File: src/hw/field_relay_pkg.sv
// constants for the dual-bus management field relay
// How it works
// - every received octet passes between access points
// - non-head bus: no slot generation, plain forwarding
// - every node processes page fields on both buses
// - head of a bus originates its identity field
// - default generator node sets identity on both
// - other head sends opposite of received code
// - invalid code: opposite of last valid one
// - isolated segment: head A sends bus A code
// - isolated head B: opposite, else bus B code
// - plain node relays identity field unchanged
// - only head of A originates page fields
// - head of B copies field from end of A
// - head of A drops fields from end of B
// - acquire pages on bus B, retain on A
// - page field: reservation, modulus, counter control
// - counter control steers next field's page number
// - reservation bit marks page reserved or free
// - modulus subfield checks local page counter
// - one page holds one identifier value
// - enabled pages 1..max, otherwise zero
`default_nettype none
package field_relay_pkg;
	// octet kinds as they arrive with each strobe
	localparam logic [1:0] KIND_SLOT = 2'h0;
	localparam logic [1:0] KIND_IDENT = 2'h1;
	localparam logic [1:0] KIND_PAGE = 2'h2;
	localparam logic [1:0] KIND_OTHER = 2'h3;
	localparam int OCT_W = 8;
	localparam int RX_W = 11;
	// identity codes, plain defaults
	localparam logic [7:0] IDENT_A_DEF = 8'h01;
	localparam logic [7:0] IDENT_B_DEF = 8'h02;
	// page numbering
	localparam int PAGE_W = 10;
	localparam logic [9:0] MIN_PAGE = 10'h001;
	localparam logic [9:0] MAX_PAGE = 10'h3ff;
	// page field layout
	localparam int PGF_RSV_BIT = 0;
	localparam int PGF_MOD_LSB = 1;
	localparam int PGF_CTL_BIT = 3;
	// register map
	localparam int ADDR_W = 5;
	localparam logic [2:0] REG_CTRL = 3'h0;
	localparam logic [2:0] REG_RSV = 3'h1;
	localparam logic [2:0] REG_STATUS = 3'h2;
	localparam logic [2:0] REG_PAGES = 3'h3;
	localparam logic [2:0] REG_ACQ = 3'h4;
	localparam int CTRL_HEAD_A = 0;
	localparam int CTRL_HEAD_B = 1;
	localparam int CTRL_DFLT = 2;
	localparam int CTRL_ISLAND = 3;
	localparam int CTRL_ALLOC = 4;
	localparam int CTRL_ACQ_REQ = 5;
	localparam int ST_ERR_A = 0;
	localparam int ST_ERR_B = 1;
	localparam int ST_ACQ = 2;
	localparam logic [1:0] RESP_OKAY = 2'h0;
	localparam logic [1:0] RESP_SLVERR = 2'h2;
endpackage : field_relay_pkg
`default_nettype wire
File: src/hw/dual_bus_field_relay.sv
// relay of slot and management octets between the two bus access points
//
// The AXI4-Lite register port and the placing of the registers were decided locally.
`timescale 1ns/1ps
`default_nettype none
module dual_bus_field_relay #(
	parameter logic [7:0] ID_CODE_A = field_relay_pkg::IDENT_A_DEF,
	parameter logic [7:0] ID_CODE_B = field_relay_pkg::IDENT_B_DEF
) (
	// clock and reset
	input wire logic clk,
	input wire logic reset_n,
	// axi4-lite register slave
	input wire logic [field_relay_pkg::ADDR_W-1:0] awaddr,
	input wire logic awvalid,
	output logic awready,
	input wire logic [31:0] wdata,
	input wire logic [3:0] wstrb,
	input wire logic wvalid,
	output logic wready,
	output logic [1:0] bresp,
	output logic bvalid,
	input wire logic bready,
	input wire logic [field_relay_pkg::ADDR_W-1:0] araddr,
	input wire logic arvalid,
	output logic arready,
	output logic [31:0] rdata,
	output logic [1:0] rresp,
	output logic rvalid,
	input wire logic rready,
	// bus A receive side
	input wire logic [7:0] rxOctetA,
	input wire logic [1:0] rxKindA,
	input wire logic rxStrobeA,
	// bus B receive side
	input wire logic [7:0] rxOctetB,
	input wire logic [1:0] rxKindB,
	input wire logic rxStrobeB,
	// bus A transmit side
	output logic [7:0] txOctetA,
	output logic [1:0] txKindA,
	output logic txStrobeA,
	// bus B transmit side
	output logic [7:0] txOctetB,
	output logic [1:0] txKindB,
	output logic txStrobeB,
	// page events for the node page list
	output logic retainStrobe,
	output logic [field_relay_pkg::PAGE_W-1:0] retainPage,
	output logic acquireStrobe,
	output logic [field_relay_pkg::PAGE_W-1:0] acquirePage
);
	import field_relay_pkg::*;

	////////////////////////////////////////////////////////////////////////////

	typedef struct packed {
		logic [RX_W-1:0] r1A;
		logic [RX_W-1:0] r2A;
		logic [RX_W-1:0] r1B;
		logic [RX_W-1:0] r2B;
		logic [7:0] txOctA;
		logic [7:0] txOctB;
		logic [1:0] txKindA;
		logic [1:0] txKindB;
		logic txStbA;
		logic txStbB;
		logic [7:0] lastRawA;
		logic [7:0] lastValA;
		logic [7:0] lastRawB;
		logic [7:0] lastValB;
		logic [7:0] pageHold;
		logic [PAGE_W-1:0] genPage;
		logic [PAGE_W-1:0] pageA;
		logic [PAGE_W-1:0] pageB;
		logic errA;
		logic errB;
		logic acqFlag;
		logic [PAGE_W-1:0] acqPage;
		logic retStb;
		logic [PAGE_W-1:0] retPage;
		logic acqStb;
		logic [PAGE_W-1:0] acqOutPage;
		logic [5:0] ctrl;
		logic [PAGE_W-1:0] rsvPages;
		logic awHeld;
		logic wHeld;
		logic [ADDR_W-1:0] awAddr;
		logic [31:0] wData;
		logic [3:0] wStrb;
		logic awReady;
		logic wReady;
		logic bValid;
		logic [1:0] bResp;
		logic arReady;
		logic rValid;
		logic [31:0] rData;
		logic [1:0] rResp;
	} state_t;

	state_t st;
	state_t nxt;

	////////////////////////////////////////////////////////////////////////////

	function automatic logic isIdent(input logic [7:0] v);
		return (v == ID_CODE_A) || (v == ID_CODE_B);
	endfunction : isIdent

	function automatic logic [7:0] oppose(input logic [7:0] v);
		return (v == ID_CODE_A) ? ID_CODE_B : ID_CODE_A;
	endfunction : oppose

	// identity value for one outgoing bus
	function automatic logic [7:0] identFor(
		input logic forA,
		input logic head,
		input logic dfltGen,
		input logic isle,
		input logic [7:0] thru,
		input logic [7:0] endRaw,
		input logic [7:0] endVal
	);
		logic [7:0] own;
		own = forA ? ID_CODE_A : ID_CODE_B;
		if (dfltGen) begin
			return own;
		end
		if (!head) begin
			return thru;
		end
		if (isle && forA) begin
			return ID_CODE_A;
		end
		if (isIdent(endRaw)) begin
			return oppose(endRaw);
		end
		// isolated head B keeps its own code on garbage
		if (isle || !isIdent(endVal)) begin
			return own;
		end
		return oppose(endVal);
	endfunction : identFor

	// counter control decides the page of the next field
	function automatic logic [PAGE_W-1:0] nextPage(
		input logic [PAGE_W-1:0] p,
		input logic rst
	);
		if (rst) begin
			return MIN_PAGE;
		end
		if ((p == '0) || (p == MAX_PAGE)) begin
			return '0;
		end
		return p + 1'b1;
	endfunction : nextPage

	function automatic logic [1:0] pcmOf(input logic [7:0] v);
		return v[PGF_MOD_LSB +: 2];
	endfunction : pcmOf

	// byte-lane merge of a register write
	function automatic logic [31:0] wmerge(
		input logic [31:0] old,
		input logic [31:0] d,
		input logic [3:0] s
	);
		logic [31:0] r;
		r = old;
		for (int i = 0; i < 4; i++) begin
			if (s[i]) begin
				r[i*8 +: 8] = d[i*8 +: 8];
			end
		end
		return r;
	endfunction : wmerge

	////////////////////////////////////////////////////////////////////////////

	logic stbA;
	logic stbB;
	logic [1:0] kindA;
	logic [1:0] kindB;
	logic [7:0] octA;
	logic [7:0] octB;
	logic headA;
	logic headB;
	logic dflt;
	logic island;
	logic alloc;
	logic acqReq;
	logic genCtlRst;
	logic genRsv;
	logic [7:0] genField;

	// only the second synchroniser stage feeds logic
	assign stbA = st.r2A[10];
	assign kindA = st.r2A[9:8];
	assign octA = st.r2A[7:0];
	assign stbB = st.r2B[10];
	assign kindB = st.r2B[9:8];
	assign octB = st.r2B[7:0];
	assign headA = st.ctrl[CTRL_HEAD_A];
	assign headB = st.ctrl[CTRL_HEAD_B];
	assign dflt = st.ctrl[CTRL_DFLT];
	assign island = st.ctrl[CTRL_ISLAND];
	assign alloc = st.ctrl[CTRL_ALLOC];
	assign acqReq = st.ctrl[CTRL_ACQ_REQ];

	// head of A field generator
	assign genCtlRst = alloc && ((st.genPage == '0) || (st.genPage == MAX_PAGE));
	assign genRsv = alloc && (st.genPage != '0) && (st.genPage <= st.rsvPages);
	assign genField = {4'h0, genCtlRst, st.genPage[1:0], genRsv};

	////////////////////////////////////////////////////////////////////////////

	always_comb begin : next_state
		logic [31:0] wv;
		logic errSetA;
		logic errSetB;
		logic acqSet;
		wv = '0;
		errSetA = 1'b0;
		errSetB = 1'b0;
		acqSet = 1'b0;
		nxt = st;
		// two flops per pin; octet data rides with its strobe
		nxt.r1A = {rxStrobeA, rxKindA, rxOctetA};
		nxt.r2A = st.r1A;
		nxt.r1B = {rxStrobeB, rxKindB, rxOctetB};
		nxt.r2B = st.r1B;

		// bus A outgoing octet
		nxt.txStbA = stbA;
		nxt.txKindA = kindA;
		nxt.txOctA = octA;
		if (stbA) begin
			unique case (kindA)
				KIND_SLOT: begin
					if (headA) begin
						nxt.txOctA = 8'h00;
					end
				end
				KIND_IDENT: begin
					nxt.txOctA = identFor(1'b1, headA, dflt, island, octA, st.lastRawB,
						st.lastValB);
				end
				KIND_PAGE: begin
					if (headA) begin
						nxt.txOctA = genField;
						nxt.genPage = nextPage(st.genPage, genCtlRst);
					end
				end
				KIND_OTHER: begin
				end
			endcase
		end
		if (!alloc) begin
			nxt.genPage = '0;
		end

		// bus B outgoing octet
		nxt.txStbB = stbB;
		nxt.txKindB = kindB;
		nxt.txOctB = octB;
		if (stbB) begin
			unique case (kindB)
				KIND_SLOT: begin
					if (headB) begin
						nxt.txOctB = 8'h00;
					end
				end
				KIND_IDENT: begin
					nxt.txOctB = identFor(1'b0, headB, dflt, island, octB, st.lastRawA,
						st.lastValA);
				end
				KIND_PAGE: begin
					if (headB) begin
						nxt.txOctB = st.pageHold;
					end else if (headA) begin
						nxt.txOctB = 8'h00;
					end
				end
				KIND_OTHER: begin
				end
			endcase
		end

		// what the far ends of the buses last delivered
		if (stbA && (kindA == KIND_IDENT)) begin
			nxt.lastRawA = octA;
			if (isIdent(octA)) begin
				nxt.lastValA = octA;
			end
		end
		if (stbB && (kindB == KIND_IDENT)) begin
			nxt.lastRawB = octB;
			if (isIdent(octB)) begin
				nxt.lastValB = octB;
			end
		end
		if (stbA && (kindA == KIND_PAGE)) begin
			nxt.pageHold = octA;
		end

		// node page tracking on what passes this node
		nxt.retStb = 1'b0;
		nxt.acqStb = 1'b0;
		if (st.txStbA && (st.txKindA == KIND_PAGE)) begin
			if ((st.pageA != '0) && (pcmOf(st.txOctA) != st.pageA[1:0])) begin
				errSetA = 1'b1;
			end
			if (st.pageA != '0) begin
				nxt.retStb = 1'b1;
				nxt.retPage = st.pageA;
			end
			nxt.pageA = nextPage(st.pageA, st.txOctA[PGF_CTL_BIT]);
		end
		if (st.txStbB && (st.txKindB == KIND_PAGE)) begin
			if ((st.pageB != '0) && (pcmOf(st.txOctB) != st.pageB[1:0])) begin
				errSetB = 1'b1;
			end
			if (acqReq && (st.pageB != '0) && !st.txOctB[PGF_RSV_BIT]) begin
				nxt.acqStb = 1'b1;
				nxt.acqOutPage = st.pageB;
				acqSet = 1'b1;
			end
			nxt.pageB = nextPage(st.pageB, st.txOctB[PGF_CTL_BIT]);
		end

		// register write, both halves taken in either order
		if (awvalid && st.awReady) begin
			nxt.awHeld = 1'b1;
			nxt.awAddr = awaddr;
		end
		if (wvalid && st.wReady) begin
			nxt.wHeld = 1'b1;
			nxt.wData = wdata;
			nxt.wStrb = wstrb;
		end
		if (bready && st.bValid) begin
			nxt.bValid = 1'b0;
		end
		if (st.awHeld && st.wHeld) begin
			nxt.awHeld = 1'b0;
			nxt.wHeld = 1'b0;
			nxt.bValid = 1'b1;
			nxt.bResp = RESP_OKAY;
			unique case (st.awAddr[ADDR_W-1:2])
				REG_CTRL: begin
					wv = wmerge({26'h0, st.ctrl}, st.wData, st.wStrb);
					nxt.ctrl = wv[5:0];
				end
				REG_RSV: begin
					wv = wmerge({22'h0, st.rsvPages}, st.wData, st.wStrb);
					nxt.rsvPages = wv[PAGE_W-1:0];
				end
				REG_STATUS: begin
					// write one to clear
					wv = st.wStrb[0] ? st.wData : 32'h0000_0000;
					nxt.errA = st.errA && !wv[ST_ERR_A];
					nxt.errB = st.errB && !wv[ST_ERR_B];
					nxt.acqFlag = st.acqFlag && !wv[ST_ACQ];
				end
				REG_PAGES, REG_ACQ: begin
				end
				default: begin
					nxt.bResp = RESP_SLVERR;
				end
			endcase
		end
		// a new event beats a clear in the same cycle
		if (errSetA) begin
			nxt.errA = 1'b1;
		end
		if (errSetB) begin
			nxt.errB = 1'b1;
		end
		if (acqSet) begin
			nxt.acqFlag = 1'b1;
			nxt.acqPage = st.pageB;
		end
		nxt.awReady = !nxt.awHeld && !nxt.bValid;
		nxt.wReady = !nxt.wHeld && !nxt.bValid;

		// register read
		if (rready && st.rValid) begin
			nxt.rValid = 1'b0;
		end
		if (arvalid && st.arReady) begin
			nxt.rValid = 1'b1;
			nxt.rResp = RESP_OKAY;
			unique case (araddr[ADDR_W-1:2])
				REG_CTRL: nxt.rData = {26'h0, st.ctrl};
				REG_RSV: nxt.rData = {22'h0, st.rsvPages};
				REG_STATUS: nxt.rData = {29'h0, st.acqFlag, st.errB, st.errA};
				REG_PAGES: nxt.rData = {6'h0, st.pageB, 6'h0, st.pageA};
				REG_ACQ: nxt.rData = {22'h0, st.acqPage};
				default: begin
					nxt.rData = 32'h0000_0000;
					nxt.rResp = RESP_SLVERR;
				end
			endcase
		end
		nxt.arReady = !nxt.rValid;
	end

	always_ff @(posedge clk or negedge reset_n) begin
		if (!reset_n) begin
			st <= '0;
		end else begin
			st <= nxt;
		end
	end

	////////////////////////////////////////////////////////////////////////////

	assign awready = st.awReady;
	assign wready = st.wReady;
	assign bvalid = st.bValid;
	assign bresp = st.bResp;
	assign arready = st.arReady;
	assign rvalid = st.rValid;
	assign rdata = st.rData;
	assign rresp = st.rResp;
	assign txOctetA = st.txOctA;
	assign txKindA = st.txKindA;
	assign txStrobeA = st.txStbA;
	assign txOctetB = st.txOctB;
	assign txKindB = st.txKindB;
	assign txStrobeB = st.txStbB;
	assign retainStrobe = st.retStb;
	assign retainPage = st.retPage;
	assign acquireStrobe = st.acqStb;
	assign acquirePage = st.acqOutPage;

	////////////////////////////////////////////////////////////////////////////

	a_relay_other: assert property (
		@(posedge clk) disable iff (!reset_n)
		stbA && (kindA == KIND_OTHER) |=> txStrobeA && (txOctetA == $past(octA)))
		else $error("management octet on bus A not relayed");

	a_slot_forward: assert property (
		@(posedge clk) disable iff (!reset_n)
		stbB && (kindB == KIND_SLOT) && !headB |=> txOctetB == $past(octB))
		else $error("slot octet on bus B altered by non-head");

	a_ident_default: assert property (
		@(posedge clk) disable iff (!reset_n)
		stbB && (kindB == KIND_IDENT) && dflt |=> txOctetB == ID_CODE_B)
		else $error("default generator did not send bus B identity");

	a_ident_island: assert property (
		@(posedge clk) disable iff (!reset_n)
		stbA && (kindA == KIND_IDENT) && !dflt && island && headA
		|=> txOctetA == ID_CODE_A)
		else $error("isolated head A did not send bus A identity");

	a_ident_relay: assert property (
		@(posedge clk) disable iff (!reset_n)
		stbA && (kindA == KIND_IDENT) && !dflt && !headA |=> txOctetA == $past(octA))
		else $error("plain node changed identity field");

	a_field_copy: assert property (
		@(posedge clk) disable iff (!reset_n)
		stbB && (kindB == KIND_PAGE) && headB |=> txOctetB == $past(st.pageHold))
		else $error("head B did not copy page field from bus A");

	a_field_drop: assert property (
		@(posedge clk) disable iff (!reset_n)
		stbB && (kindB == KIND_PAGE) && headA && !headB |=> txOctetB == 8'h00)
		else $error("head A forwarded page field from end of bus B");

	a_page_reset: assert property (
		@(posedge clk) disable iff (!reset_n)
		txStrobeB && (txKindB == KIND_PAGE) && txOctetB[PGF_CTL_BIT]
		|=> st.pageB == MIN_PAGE)
		else $error("counter control reset did not restart bus B page");

	a_pcm_check: assert property (
		@(posedge clk) disable iff (!reset_n)
		txStrobeA && (txKindA == KIND_PAGE) && (st.pageA != '0)
		&& (pcmOf(txOctetA) != st.pageA[1:0]) |=> st.errA)
		else $error("modulus mismatch on bus A not flagged");

	a_page_zero: assert property (
		@(posedge clk) disable iff (!reset_n)
		!alloc |=> st.genPage == '0)
		else $error("page number not zero while allocation disabled");

	a_acquire_free: assert property (
		@(posedge clk) disable iff (!reset_n)
		acquireStrobe |-> $past(txStrobeB) && ($past(txKindB) == KIND_PAGE)
		&& !$past(txOctetB[PGF_RSV_BIT]))
		else $error("page acquired from a reserved field");

endmodule : dual_bus_field_relay
`default_nettype wire

File: config.mk
export PLATFORM = sky130hd
export DESIGN_NAME = dual_bus_field_relay
export DESIGN_NICKNAME = d
export VERILOG_FILES = /design/src/hw/field_relay_pkg.sv /design/src/hw/dual_bus_field_relay.sv
export SDC_FILE = /design/constraint.sdc
export NUM_CORES = 1
export LEC_CHECK = 0
export BUFFER_PORTS_ARGS = -buffer_cell sky130_fd_sc_hd__clkbuf_2
export CAP_MARGIN = 20
export CORE_ASPECT_RATIO = 0.9
export CORE_UTILIZATION = 56
export CTS_CLUSTER_SIZE = 10
export DETAILED_ROUTE_END_ITERATION = 12
export PLACE_DENSITY = 0.79
export SLEW_MARGIN = 20
export SYNTH_ARGS = -nofsm -noshare
export SYNTH_HDL_FRONTEND = slang
export SYNTH_SLANG_ARGS = --single-unit
File: constraint.sdc
create_clock -name clk -period 2.4 [get_ports clk]
set_input_delay 0.48 -clock clk [delete_from_list [all_inputs] [get_ports clk]]
set_output_delay 0.48 -clock clk [all_outputs]
set_load 0.005 [all_outputs]
==> impl_metrics.ini <==
[placement]
gp_congestion = 0.872
detailed_place.area_sq_mm = 0.00997
dp.final_hpwl_um = 13300
port-buffer-count = 117

[sta]
finalHoldViolCount = 0
post-route-min-period_ns = 2.00
slew_violations = 0
clock.fmax_ghz = 0.500
timing.clock.skew_ns = 0.0150
worst_pin_slew_ns = 0.770
max_slew_margin = 0.485
min_period_over_period = 0.834
totalNegativeSetupSlack_ns = 0
rsz0062_at_grt = no
report.final.setup_viol = 0

[global_routing]
grt_usage = 0.220
grt_max_degree = 70
grt_antenna_before_repair = 0
global_route_wire_length_before_repair_um = 31200
grt_pass1_vias = 6048
globalRouteOverflowTotal = 0

[power]
power-per-cell-area_mw_per_mm2 = 898
share_comb_of_total_power = 0.153
power_leakage_nw = 5.00
total_switching_power_mw = 2.63
clkPwrFrac = 0.345
share_seq_of_total_power = 0.502
intPower_mw = 6.96
worst_ir_drop_vdd_mv = 0.606
power.switching_fraction = 0.274

[detailed_routing]
drt_pre_antenna_iters = 5
dr_vias_cell = 5.55
wl_per_cell_um = 16.5
final_antenna_net_count = 0
total_vias_in_the_final_route = 6307
drt_drc_violations_left = 0
postRouteWirelength_um = 18700
dr.first_iter.drc_count = 463

[clock_tree]
numCtsBuffers = 26
cts_num_sinks = 221
h_tree_lvls = 1
cts-root-buf = sky130_fd_sc_hd__clkbuf_16
cts_tree = done
worst_skew_pair.late_latency_ns = 0.52
clk_pin_slew_ns = 0.05
max-clock-path-buffers = 3

[yosys]
yosys_warnings = 0
synthAdderAreaFrac = 0.0208
synth_seq_area_share = 0.573
combinational_family_with_the_most_area_after_synthesis = simple AND/OR/NAND/NOR gates
synthMuxAreaShare = 0.0834
synthXorXnorAreaFrac = 0.0182
synth.avg_cell_area_sq_um = 11.3
ys_seq_elements = 221
synth_top_flop_cell = sky130_fd_sc_hd__dfrtp_1
postSynth.asyncResetShare = 1.00
number_of_enable_flip_flop_cells_after_synthesis = 0
synthSimpleGateAreaFrac = 0.132
synth_compound_area_frac = 0.0898
synthesis.area_sq_mm = 0.00964
yosysUniqueCellTypes = 61
synth_cells = 857

[die]
initial_utilization = 0.573
num_rows = 45
design.die.area_sq_mm = 0.0178
design.core.area_sq_mm = 0.0168
io-pin-count = 160
die_height_um = 126
die_width_um = 140

[setup_path]
critical_path.startpoint_type = flop
cp.required_ns = 2.79
critPathKind = flop to flop
cp_max_fo = 14
critPathArrivalTime_ns = 2.40
critPathCaptureType = flop

[run]
max_cap_violations = 0

[finish]
final_design_area_no_fill_sq_mm = 0.0107
design.final.nets = 1014
drive_above_1_share = 0.249
layout_overhead_on_the_synthesized_area_pct = 10.7
antenna-diode-count = 0

[outcome]
run_status = finished, final reports clean

[hold_path]
worst_hold_path_type = input port to flop
==> layer usage <==
metal  global-route usage  vias up  wire [um]
met5                    0        -          0
met3               0.0325       37       1010
met1                0.323     3074       8710
met2                0.341      194       8590
li1                     -     3002          -
met4               0.0672        0        431
==> power groups by stage <==
stage / Sequential [mW] / Combinational, mW / Clock (mW)
after CTS: 4.80 / 1.49 / 3.38
after global placement: 4.84 / 1.42 / 0
after floorplan: 4.61 / 1.25 / 0
after detailed placement: 4.86 / 1.47 / 0
after global routing: 4.89 / 1.65 / 3.53
final: 4.81 / 1.47 / 3.30
==> final cells by class <==
class                      count  area (sq um)
tap                          211           264
clock buffer                  28           668
multi-input combinational    516          3370
inverter                      31           116
fill                        1282          6160
clock inverter                 2          25.0
timing repair buffer         127           698
sequential                   221          5530
==> timing repair <==
action	4_1_cts	5_1_grt
setup buffers	0	0
hold endpoints to repair	65	0
hold buffers	1	0
gates resized for setup	0	0
==> cell families after synthesis <==
logic type      after synthesis
compound gates              136
xor+xnor                     20
fa+ha+maj                    16
buf+inv                     133
flops                       221
mux                          72
other cells                   1
simple gates                258
==> per-stage QoR <==
stage / util / power, mW / cells / setup WS (ns) / hold WS, ns
finish: 0.634 / 9.59 / 1136 / 0.399 / 0.0596
global route: 0.634 / 10.1 / 1136 / 0.230 / 0.0421
CTS: 0.634 / 9.67 / 1136 / 0.397 / 0.0421
detailed placement: 0.592 / 6.33 / 1105 / 0.409 / 0.335
global placement: 0.592 / 6.26 / 1105 / 0.439 / 0.331
floorplan: - / 5.86 / 870 / 0.566 / 0.184
==> layout by cell type (no fill, tap or decap), types with 6 or more instances in the layout <==
cell / Yosys / layout
sky130_fd_sc_hd__a22o_1: 8 / 8
sky130_fd_sc_hd__nand3_1: 26 / 26
sky130_fd_sc_hd__mux2_2: 67 / 67
sky130_fd_sc_hd__nor2b_1: 15 / 15
sky130_fd_sc_hd__o31ai_1: 8 / 8
sky130_fd_sc_hd__inv_1: 31 / 31
sky130_fd_sc_hd__dfrtp_1: 221 / 221
sky130_fd_sc_hd__xnor2_1: 12 / 12
sky130_fd_sc_hd__nand2_1: 90 / 90
sky130_fd_sc_hd__o21ai_0: 38 / 38
sky130_fd_sc_hd__buf_4: 77 / 7
sky130_fd_sc_hd__and2_1: 16 / 16
sky130_fd_sc_hd__nor3_1: 16 / 16
sky130_fd_sc_hd__conb_1: 1 / 14
sky130_fd_sc_hd__clkbuf_16: 0 / 26
sky130_fd_sc_hd__nand2b_1: 6 / 6
sky130_fd_sc_hd__ha_1: 16 / 16
sky130_fd_sc_hd__a21oi_1: 34 / 34
sky130_fd_sc_hd__nor4_1: 12 / 12
sky130_fd_sc_hd__a22oi_1: 12 / 12
sky130_fd_sc_hd__xor2_1: 8 / 8
sky130_fd_sc_hd__nor2_1: 46 / 46
sky130_fd_sc_hd__clkbuf_2: 0 / 116
==> worst max-delay path, cell delays in order (launching register included) <==
cell and delay, ns:
sky130_fd_sc_hd__dfrtp_1 0.37, sky130_fd_sc_hd__nand3b_1 0.32, sky130_fd_sc_hd__nor3b_2 0.43, sky130_fd_sc_hd__nand2_1 0.37, sky130_fd_sc_hd__mux2_2 0.38
==> final timing paths <==
path                             start            end  slack (ns)  depth (start not counted)
max in group asynchronous      reset_n  retainPage[7]        1.14                          3
hold reg to reg               nxt[230]        octB[3]        0.34                          0
hold / removal             rxOctetA[6]       nxt[255]        0.06                          1
min in group asynchronous      reset_n      rdata[19]        0.50                          2
setup / recovery            txKindB[0]        st[130]        0.40                          4
setup reg to reg            txKindB[0]        st[130]        0.40                          4
==> synthesized netlist by cell type (all sizes together) (12+ instances only) <==
cell / n / area share
nor2: 46 / 0.018
xnor2: 12 / 0.011
nand2: 90 / 0.035
nor4: 12 / 0.0078
a21oi: 35 / 0.019
mux2: 67 / 0.078
inv: 31 / 0.012
and2: 16 / 0.010
ha: 16 / 0.021
dfrtp: 221 / 0.57
a22oi: 12 / 0.0093
o21ai: 40 / 0.021
nand3: 26 / 0.013
buf: 81 / 0.062
nor2b: 15 / 0.0097
nor3: 16 / 0.0083
clkbuf: 21 / 0.0082
==> state kept, by name (all words and copies together) (netlist names), 2 cells and up <==
name,flops
nxt,24
octB,8
st,108
rdata,20
txOctetA,8
octA,8
txKindB,2
retainPage,10
kindB,2
kindA,2
genField,2
txKindA,2
txOctetB,8
Note: power is estimated with default switching activity, not from simulation.
